`src/common/psp_map.vh`:
```
// constants for the pixel shader payload builder
`ifndef PSP_MAP_VH
`define PSP_MAP_VH

// ****************************************************************
// register port offsets
// ****************************************************************
`define PSP_ADDR_W          8
`define PSP_OFF_CFG         8'h00
`define PSP_OFF_STATUS      8'h04
`define PSP_OFF_LAST        8'h08

// ****************************************************************
// config register fields
// ****************************************************************
`define PSP_CFG_BARY_MSB    5
`define PSP_CFG_BARY_LSB    0
`define PSP_CFG_SRCZ_BIT    8
`define PSP_CFG_COVM_BIT    9
`define PSP_CFG_RESET       32'h0000_0000
`define PSP_STAT_BUSY_BIT   31

// ****************************************************************
// dispatch sizes
// ****************************************************************
`define PSP_SIMD8           2'h0
`define PSP_SIMD16          2'h1
`define PSP_SIMD32          2'h2

// ****************************************************************
// payload register numbering before compaction
// ****************************************************************
`define PSP_STEP_HDR        5'h00
`define PSP_STEP_R1         5'h01
`define PSP_STEP_R2         5'h02
`define PSP_STEP_BARY       5'h03
`define PSP_STEP_LAST       5'h1a

// ****************************************************************
// header dword zero fields
// ****************************************************************
`define PSP_DW0_VP_MSB      30
`define PSP_DW0_VP_LSB      27
`define PSP_DW0_RTA_MSB     26
`define PSP_DW0_RTA_LSB     16
`define PSP_DW0_FACE_BIT    15
`define PSP_DW0_SRCZ_BIT    13
`define PSP_DW0_COVM_BIT    12
`define PSP_DW0_SSPI_BIT    6
`define PSP_DW0_TOPO_MSB    4
`define PSP_DW0_TOPO_LSB    0

// ****************************************************************
// other header field positions
// ****************************************************************
`define PSP_DW1_CC_LSB      6
`define PSP_DW3_SAMP_LSB    5
`define PSP_DW4_BIND_LSB    5
`define PSP_DW5_SCR_LSB     10
`define PSP_DW5_COLOR_LSB   8
`define PSP_DW7_SNAP_BIT    31
`define PSP_TID_RESET       24'h00_0000

`endif

```
`src/rtl/psp_payload_builder.v`:
```
// pixel shader thread payload builder, normal dispatch
// Functional notes
// - registers numbered from zero; omitted phases compact later registers downward
// - no gaps inside the payload; gaps only before constant and setup data
// - dword seven: snapshot flag bit 31, primitive thread count low 24 bits
// - dword six low 24 bits: thread counter incremented per dispatched thread
// - dword five bits 31:10: 1 KB aligned scratch pointer offset
// - dword five: color code bits 9:8, thread tag bits 7:0
// - dword four bits 31:5: binding table pointer, bits 4:0 reserved
// - dword three bits 31:5: sampler state table pointer
// - dword three bits 3:0: per-thread scratch size code 0 to 11
// - dword two delivered as all zeros
// - dword one bits 31:6: 64-byte aligned block_a pointer
// - dword zero bits 30:27: viewport index
// - dword zero bits 26:16: render target array index
// - dword zero bit 15: facing, 0 front, 1 back
// - dword zero bit 13 source depth to target, bit 12 coverage mask
// - dword zero bit 6: starting sample pair index, bits 8:7 reserved
// - dword zero bits 4:0: topology type passed unchanged
// - register one dword seven: lit mask high half, identical copy low half
// - dispatch mask enables whole subspan when any pixel lit
// - register one dwords five..two: subspan 3..0 upper-left Y high, X low
// - register two only for 32-pixel dispatch, subspans 7..4
// - barycentric phases only when enabled; slot 8..15 regs omitted in 8-pixel
`timescale 1ns/1ps
`include "psp_map.vh"
module psp_payload_builder
(
	clk_sys,
	reset_n,
	reg_addr,
	reg_wdata,
	reg_wr,
	reg_rd,
	reg_rdata,
	disp_valid,
	disp_ready,
	disp_simd,
	disp_snapshot,
	disp_prim_tid,
	disp_scratch_ptr,
	disp_color_code,
	disp_thread_tag,
	disp_bind_ptr,
	disp_sampler_ptr,
	disp_scratch_size,
	disp_cc_ptr,
	disp_viewport,
	disp_rt_index,
	disp_back_facing,
	disp_sspi,
	disp_topology,
	disp_lit_mask,
	disp_coords,
	bary_mode,
	bary_group,
	bary_coef,
	bary_data,
	exec_mask,
	pay_valid,
	pay_ready,
	pay_index,
	pay_data,
	pay_end,
	pay_count
);
	parameter TID_W = 24;

	input  wire                   clk_sys;
	input  wire                   reset_n;
	input  wire [`PSP_ADDR_W-1:0] reg_addr;
	input  wire [31:0]            reg_wdata;
	input  wire                   reg_wr;
	input  wire                   reg_rd;
	output reg  [31:0]            reg_rdata;
	input  wire                   disp_valid;
	output wire                   disp_ready;
	input  wire [1:0]             disp_simd;
	input  wire                   disp_snapshot;
	input  wire [23:0]            disp_prim_tid;
	input  wire [21:0]            disp_scratch_ptr;
	input  wire [1:0]             disp_color_code;
	input  wire [7:0]             disp_thread_tag;
	input  wire [26:0]            disp_bind_ptr;
	input  wire [26:0]            disp_sampler_ptr;
	input  wire [3:0]             disp_scratch_size;
	input  wire [25:0]            disp_cc_ptr;
	input  wire [3:0]             disp_viewport;
	input  wire [10:0]            disp_rt_index;
	input  wire                   disp_back_facing;
	input  wire                   disp_sspi;
	input  wire [4:0]             disp_topology;
	input  wire [31:0]            disp_lit_mask;
	input  wire [255:0]           disp_coords;
	output wire [2:0]             bary_mode;
	output wire                   bary_group;
	output wire                   bary_coef;
	input  wire [255:0]           bary_data;
	output reg  [31:0]            exec_mask;
	output reg                    pay_valid;
	input  wire                   pay_ready;
	output reg  [5:0]             pay_index;
	output reg  [255:0]           pay_data;
	output reg                    pay_end;
	output reg  [5:0]             pay_count;

	localparam ST_IDLE = 1'b0;
	localparam ST_SEND = 1'b1;

	// ****************************************************************
	// register port
	// ****************************************************************
	reg  [31:0]      cfg_q;
	reg  [TID_W-1:0] tid_q;
	reg              state_q;
	reg  [5:0]       last_len_q;

	always @(posedge clk_sys or negedge reset_n)
	begin
		if (!reset_n)
			cfg_q <= `PSP_CFG_RESET;
		else if (reg_wr && reg_addr == `PSP_OFF_CFG)
			cfg_q <= reg_wdata;
	end

	always @(posedge clk_sys or negedge reset_n)
	begin
		if (!reset_n)
			reg_rdata <= 32'h0000_0000;
		else if (reg_rd)
		begin
			case (reg_addr)
				`PSP_OFF_CFG:    reg_rdata <= cfg_q;
				`PSP_OFF_STATUS: reg_rdata <= {state_q, {(31-TID_W){1'b0}}, tid_q};
				`PSP_OFF_LAST:   reg_rdata <= {26'h000_0000, last_len_q};
				default:         reg_rdata <= 32'h0000_0000;
			endcase
		end
		else
			reg_rdata <= 32'h0000_0000;
	end

	// ****************************************************************
	// dispatch capture
	// ****************************************************************
	wire         take;
	wire [31:0]  exec_d;
	reg  [1:0]   simd_q;
	reg  [5:0]   bary_en_q;
	reg  [255:0] hdr_q;
	reg  [255:0] r1_q;
	reg  [255:0] r2_q;
	reg  [31:0]  dw0_d;
	reg  [255:0] hdr_d;
	reg  [31:0]  lit_d;

	assign disp_ready = (state_q == ST_IDLE);
	assign take       = disp_valid && disp_ready;

	// an 8-pixel dispatch only carries two subspans, 16 only four
	always @*
	begin
		lit_d = disp_lit_mask;
		if (disp_simd == `PSP_SIMD8)
			lit_d = {24'h00_0000, disp_lit_mask[7:0]};
		else if (disp_simd == `PSP_SIMD16)
			lit_d = {16'h0000, disp_lit_mask[15:0]};
	end

	psp_subspan_mask u_mask_lo
	(
		.lit_mask  (lit_d[15:0]),
		.exec_mask (exec_d[15:0])
	);

	psp_subspan_mask u_mask_hi
	(
		.lit_mask  (lit_d[31:16]),
		.exec_mask (exec_d[31:16])
	);

	// ****************************************************************
	// header assembly
	// ****************************************************************
	always @*
	begin
		dw0_d = 32'h0000_0000;
		dw0_d[`PSP_DW0_VP_MSB:`PSP_DW0_VP_LSB]   = disp_viewport;
		dw0_d[`PSP_DW0_RTA_MSB:`PSP_DW0_RTA_LSB] = disp_rt_index;
		dw0_d[`PSP_DW0_FACE_BIT]  = disp_back_facing;
		dw0_d[`PSP_DW0_SRCZ_BIT]  = cfg_q[`PSP_CFG_SRCZ_BIT];
		dw0_d[`PSP_DW0_COVM_BIT]  = cfg_q[`PSP_CFG_COVM_BIT];
		dw0_d[`PSP_DW0_SSPI_BIT]  = disp_sspi;
		dw0_d[`PSP_DW0_TOPO_MSB:`PSP_DW0_TOPO_LSB] = disp_topology;
		hdr_d = 256'h0;
		hdr_d[31:0] = dw0_d;
		hdr_d[63:32+`PSP_DW1_CC_LSB] = disp_cc_ptr;
		hdr_d[127:96+`PSP_DW3_SAMP_LSB] = disp_sampler_ptr;
		hdr_d[99:96] = disp_scratch_size;
		hdr_d[159:128+`PSP_DW4_BIND_LSB] = disp_bind_ptr;
		hdr_d[191:160+`PSP_DW5_SCR_LSB] = disp_scratch_ptr;
		hdr_d[169:160+`PSP_DW5_COLOR_LSB] = disp_color_code;
		hdr_d[167:160] = disp_thread_tag;
		hdr_d[192+TID_W-1:192] = tid_q;
		hdr_d[224+`PSP_DW7_SNAP_BIT] = disp_snapshot;
		hdr_d[247:224] = disp_prim_tid;
	end

	always @(posedge clk_sys or negedge reset_n)
	begin
		if (!reset_n)
		begin
			simd_q    <= `PSP_SIMD8;
			bary_en_q <= 6'h00;
			hdr_q     <= 256'h0;
			r1_q      <= 256'h0;
			r2_q      <= 256'h0;
			exec_mask <= 32'h0000_0000;
			tid_q     <= `PSP_TID_RESET;
		end
		else if (take)
		begin
			simd_q    <= disp_simd;
			bary_en_q <= cfg_q[`PSP_CFG_BARY_MSB:`PSP_CFG_BARY_LSB];
			hdr_q     <= hdr_d;
			// mask above, copy below; dwords 6, 1 and 0 stay zero
			r1_q      <= {lit_d[15:0], lit_d[15:0], 32'h0000_0000,
				disp_coords[127:0], 64'h0};
			r2_q      <= {lit_d[31:16], lit_d[31:16], 32'h0000_0000,
				disp_coords[255:128], 64'h0};
			exec_mask <= exec_d;
			tid_q     <= tid_q + {{(TID_W-1){1'b0}}, 1'b1};
		end
	end

	// ****************************************************************
	// sequencer
	// ****************************************************************
	// steps walk the uncompacted numbering; a skipped step costs one
	// idle cycle, traded for a much simpler next-step search
	reg  [4:0] step_q;
	reg  [5:0] cnt_q;
	wire [4:0] bstep;
	wire       adv;
	wire [5:0] len_d;
	reg        incl;
	reg  [255:0] sel_data;

	assign bstep      = step_q - `PSP_STEP_BARY;
	assign bary_mode  = bstep[4:2];
	assign bary_group = bstep[1];
	assign bary_coef  = bstep[0];
	assign adv        = !pay_valid || pay_ready;
	// the final step may itself load a register, so count it here
	assign len_d      = incl ? cnt_q + 6'h01 : cnt_q;

	always @*
	begin
		incl     = 1'b0;
		sel_data = bary_data;
		case (step_q)
			`PSP_STEP_HDR:
			begin
				incl     = 1'b1;
				sel_data = hdr_q;
			end
			`PSP_STEP_R1:
			begin
				incl     = 1'b1;
				sel_data = r1_q;
			end
			`PSP_STEP_R2:
			begin
				incl     = (simd_q == `PSP_SIMD32);
				sel_data = r2_q;
			end
			default:
				incl = bary_en_q[bary_mode] &&
					!(simd_q == `PSP_SIMD8 && bary_group);
		endcase
	end

	// ****************************************************************
	// payload output
	// ****************************************************************
	always @(posedge clk_sys or negedge reset_n)
	begin
		if (!reset_n)
		begin
			state_q    <= ST_IDLE;
			step_q     <= 5'h00;
			cnt_q      <= 6'h00;
			pay_valid  <= 1'b0;
			pay_index  <= 6'h00;
			pay_data   <= 256'h0;
			pay_end    <= 1'b0;
			pay_count  <= 6'h00;
			last_len_q <= 6'h00;
		end
		else
		begin
			pay_end <= 1'b0;
			if (pay_valid && pay_ready)
				pay_valid <= 1'b0;
			case (state_q)
				ST_IDLE:
				begin
					if (take)
					begin
						state_q <= ST_SEND;
						step_q  <= `PSP_STEP_HDR;
						cnt_q   <= 6'h00;
					end
				end
				ST_SEND:
				begin
					if (adv)
					begin
						if (incl)
						begin
							// next free position, no holes left behind
							pay_valid <= 1'b1;
							pay_index <= cnt_q;
							pay_data  <= sel_data;
							cnt_q     <= cnt_q + 6'h01;
						end
						if (step_q == `PSP_STEP_LAST)
						begin
							state_q    <= ST_IDLE;
							pay_end    <= 1'b1;
							pay_count  <= len_d;
							last_len_q <= len_d;
						end
						else
							step_q <= step_q + 5'h01;
					end
				end
				default:
					state_q <= ST_IDLE;
			endcase
		end
	end
endmodule // psp_payload_builder

```
`src/rtl/psp_subspan_mask.v`:
```
// widens lit pixels of four subspans into a dispatch mask
`timescale 1ns/1ps
module psp_subspan_mask
(
	lit_mask,
	exec_mask
);
	input  wire [15:0] lit_mask;
	output wire [15:0] exec_mask;

	genvar g;
	generate
		for (g = 0; g < 4; g = g + 1)
		begin : g_span
			// any lit pixel enables its whole quad so derivatives stay valid
			assign exec_mask[4*g+3:4*g] = {4{|lit_mask[4*g+3:4*g]}};
		end
	endgenerate
endmodule // psp_subspan_mask

```
`config.mk`:
```
export PLATFORM = sky130hd
export DESIGN_NAME = psp_payload_builder
export DESIGN_NICKNAME = d
export VERILOG_FILES = /design/src/rtl/psp_payload_builder.v /design/src/rtl/psp_subspan_mask.v
export VERILOG_INCLUDE_DIRS = /design/src /design/src/common
export SDC_FILE = /design/constraint.sdc
export NUM_CORES = 2
export LEC_CHECK = 0
export BUFFER_PORTS_ARGS = -buffer_cell sky130_fd_sc_hd__buf_2
export CORE_AREA = 5 5 417 419
export DETAILED_ROUTE_END_ITERATION = 10
export DIE_AREA = 0 0 422 424
export GPL_TIMING_DRIVEN = 0
export HOLD_SLACK_MARGIN = 0.02
export SYNTH_ARGS = -nofsm -noshare
export SYNTH_HDL_FRONTEND = slang
export SYNTH_SLANG_ARGS = --single-unit
```
`constraint.sdc`:
```
create_clock -name clk_sys -period 2.9 [get_ports clk_sys]
set_input_delay 0.435 -clock clk_sys [delete_from_list [all_inputs] [get_ports clk_sys]]
set_output_delay 0.435 -clock clk_sys [all_outputs]
set_load 0.05 [all_outputs]
```
==> results by group <==
Status
  • Run status: finished clean

Clocking
  • H-tree levels: 3
  • CTS Sinks: 863
  • CTS Buf Count: 102
  • Latest clock arrival within the worst-skew pair: 0.75 ns
  • TritonCTS clock tree: done
  • CTS root buf: clkbuf_16
  • Clock transition at path regs: 0.06 ns
  • Clock buffer depth: 3

Layout
  • Seq. cell area: 21,600 um^2
  • Post-route insts no fill: 8,040
  • Share of layout cells above drive strength 1: 26.4%
  • Final net count: 6,452
  • Multi-input gate area: 13,200 um^2
  • Fillers: 17,400
  • Area growth syn-to-layout: 54.5%

Yosys
  • Synth cell types: 56
  • Most used DFF post-synth: dfrtp_1
  • Ys async rst share: 100%
  • Synthesis-stage register bit count: 863
  • Syn. warnings: 0
  • Cells after Synth: 3,790
  • Syn Area/Cell: 9.54 um^2
  • Mapped Area: 36,200 um^2
  • Post-synth EDFFs: 0
  • Syn Nets: 4,551
  • Sequential area share after synthesis: 59.7%

Placed design
  • Dpl cells: 7,125
  • Post-Place Setup Slack: -2.07 ns
  • Number of port buffers: 1,092
  • HPWL after detailed placement: 160,000 um
  • Gpl congestion: 0.964

Drt
  • Post-route DRC: 0
  • Drt first-iter violations: 3,651
  • Routed WL: 208,000 um
  • First-pass DRT Iterations: 9
  • Vias per inst: 4.75
  • Final antenna-violating net count: 0
  • DR WL/cell: 25.9 um
  • Via count: 38,200

Die
  • Initial Util: 21.2%
  • Ports: 1,095
  • Die area: 179,000 um^2
  • Die X: 422 um
  • Rows: 152
  • Die Ht: 424 um
  • Core ar.: 170,000 um^2

Global route
  • Antenna violations before repair: 43
  • Overflow after GRT: 0
  • First-pass GRT wire length: 289,000 um
  • Pin count of the biggest net entering global routing: 123
  • Gr usage total: 22.4%
  • Vias in the first global route: 39,200

STA
  • Setup_tns: 0 ns
  • Worst slew pin tran: 1.18 ns
  • Max Freq: 358 MHz
  • PnR worst setup slack: 0.104 ns
  • Final Slew Violations: 0
  • Post-route clock period utilization: 96.4%
  • Slew Limit Headroom: 21.6%
  • Final Hold Fails: 0
  • Fin Hold WS: 0.101 ns
  • Fin Clk Skew: 0.0512 ns
  • Fin crit period: 2.80 ns
  • Final setup violation count: 0

Power
  • Leak: 27.4 nW
  • PwrDens: 1130 nW/um^2
  • Design Power: 0.0632 W
  • VDD IR max: 0.616 mV

Critical path
  • Startpoint types: flop
  • Critical path fanouts, max: 10
  • WP data arrival: 3.45 ns
  • CP Class: flop to flop
  • Critical path required time: 3.56 ns
  • Crit end category: flop

Job
  • Max cap viols: 0

Worst hold path
  • Hold WC Path Type: primary input to flop
## flip-flops by register name, summed over array words and instances (netlist names)
name        count
bary_en_q       6
cfg_q          32
cnt_q           6
exec_mask       8
hdr_q         189
last_len_q      6
pay_data      256
pay_end         1
pay_index       6
pay_valid       1
r1_q          144
r2_q          144
reg_rdata      32
simd_q          2
state_q         1
step_q          5
tid_q          24
## synth_stat cells, drive strengths merged, types with 5 or more instances
library cell / instances / area (um^2)
nand2: 1469 / 5510
dfrtp: 863 / 21600
o21ai: 298 / 1490
a22oi: 281 / 2110
clkbuf: 227 / 852
a21oi: 107 / 539
a31oi: 97 / 607
buf: 88 / 515
mux2: 61 / 691
nor2: 51 / 208
a222oi: 38 / 380
nand3: 32 / 165
xnor2: 22 / 200
a221o: 21 / 210
a22o: 21 / 184
and3: 13 / 81.3
mux2i: 11 / 110
nand4: 9 / 56.3
inv: 8 / 30.0
xor2: 7 / 61.3
ha: 6 / 75.1
and2: 5 / 31.3
nor3: 5 / 30.0
nor4: 5 / 31.3
or4: 5 / 37.5
## worst paths after layout
kind / from / to / slack [ns] / depth (start not counted)
max: step_q[1] / pay_data[186] / 0.10 / 11
min: bary_data[83] / pay_data[83] / 0.10 / 3
max reg2reg: step_q[1] / pay_data[186] / 0.10 / 11
min reg2reg: r2_q[250] / r2_q[250] / 0.47 / 2
max in group asynchronous: reset_n / r2_q[146] / 0.48 / 5
min in group asynchronous: reset_n / pay_data[10] / 0.27 / 2
## critical path, stage by stage (launching register included)
cell and delay (ns):
dfrtp_2 0.44, ha_1 0.20, buf_6 0.14, xnor2_4 0.21
mux2i_1 0.13, mux2_4 0.30, o311ai_4 0.27, buf_4 0.21
buf_8 0.22, clkbuf_4 0.27, a21oi_1 0.08, a31oi_1 0.20
## metal layers
layer / part of all wire (%) / vias up / track usage (%)
met4: 5.4 / 4 / 10.1
li1: - / 16800 / -
met2: 49 / 1986 / 38.8
met1: 37 / 18900 / 25.8
met5: 0.011 / - / 0
met3: 8.4 / 509 / 6.18
## cell families after synthesis
family / Yosys count / synth area share, %
flops: 863 / 59.7
simple gates: 1612 / 17.4
fa+ha+maj: 6 / 0.208
xor+xnor: 29 / 0.723
compound gates: 884 / 15.8
buf+inv: 324 / 3.88
mux: 72 / 2.21
## area by class of cell
cell class / count / area share, %
Multi-Input combinational cell: 2603 / 23.7
Antenna cell: 30 / 0.134
Inverter: 9 / 0.0605
Timing Repair Buffer: 1797 / 22.8
Sequential cell: 863 / 38.7
Clock buffer: 138 / 5.17
Clock inverter: 52 / 1.36
Tap cell: 2233 / 5.00
Buffer: 315 / 3.15
## metrics by stage
| step | utilization, % | cell area [um^2] |
|---|---|---|
| 3_5_place_dp | 26.3 | 44700 |
| 3_3_place_gp | 26.1 | 44400 |
| 6_report | 32.8 | 55900 |
| 4_1_cts | 32.7 | 55700 |
| 2_1_floorplan | - | 36200 |
| 5_1_grt | 32.8 | 55800 |
## report_power, final
part           internal (W)  switching (W)  leakage (nW)
clock               0.00830        0.00580          1.78
sequential           0.0170        0.00323          10.9
combinational       0.00826         0.0206          14.8
## cells in the final DEF, fill, tap and decap left out, types with 14 or more instances in the layout
cell,count
bufinv_16,14
o21ai_1,150
clkbuf_16,104
a31oi_1,97
a22oi_1,278
buf_4,50
a21oi_1,106
diode_2,30
dfrtp_1,861
nor2_1,50
a22o_1,21
xnor2_1,19
clkbuf_8,22
clkinv_2,18
nand3_1,31
a222oi_1,38
clkbuf_2,64
a221o_1,21
o21ai_0,148
clkbuf_4,26
buf_2,1114
clkbuf_1,152
mux2_1,21
nand2_1,1469
dlygate4sd3_1,676
mux2_2,39
## repair_timing
item | 4_1_cts | 5_1_grt
cloned | 0 | 0
pin swaps | 8 | 4
hold endpoints to repair | 792 | 0
setup buffers | 17 | 2
gates resized for setup | 151 | 47
hold buffers | 676 | 0
setup endpoints to repair | 573 | 276
No activity file was read; power rests on OpenSTA's default activity.
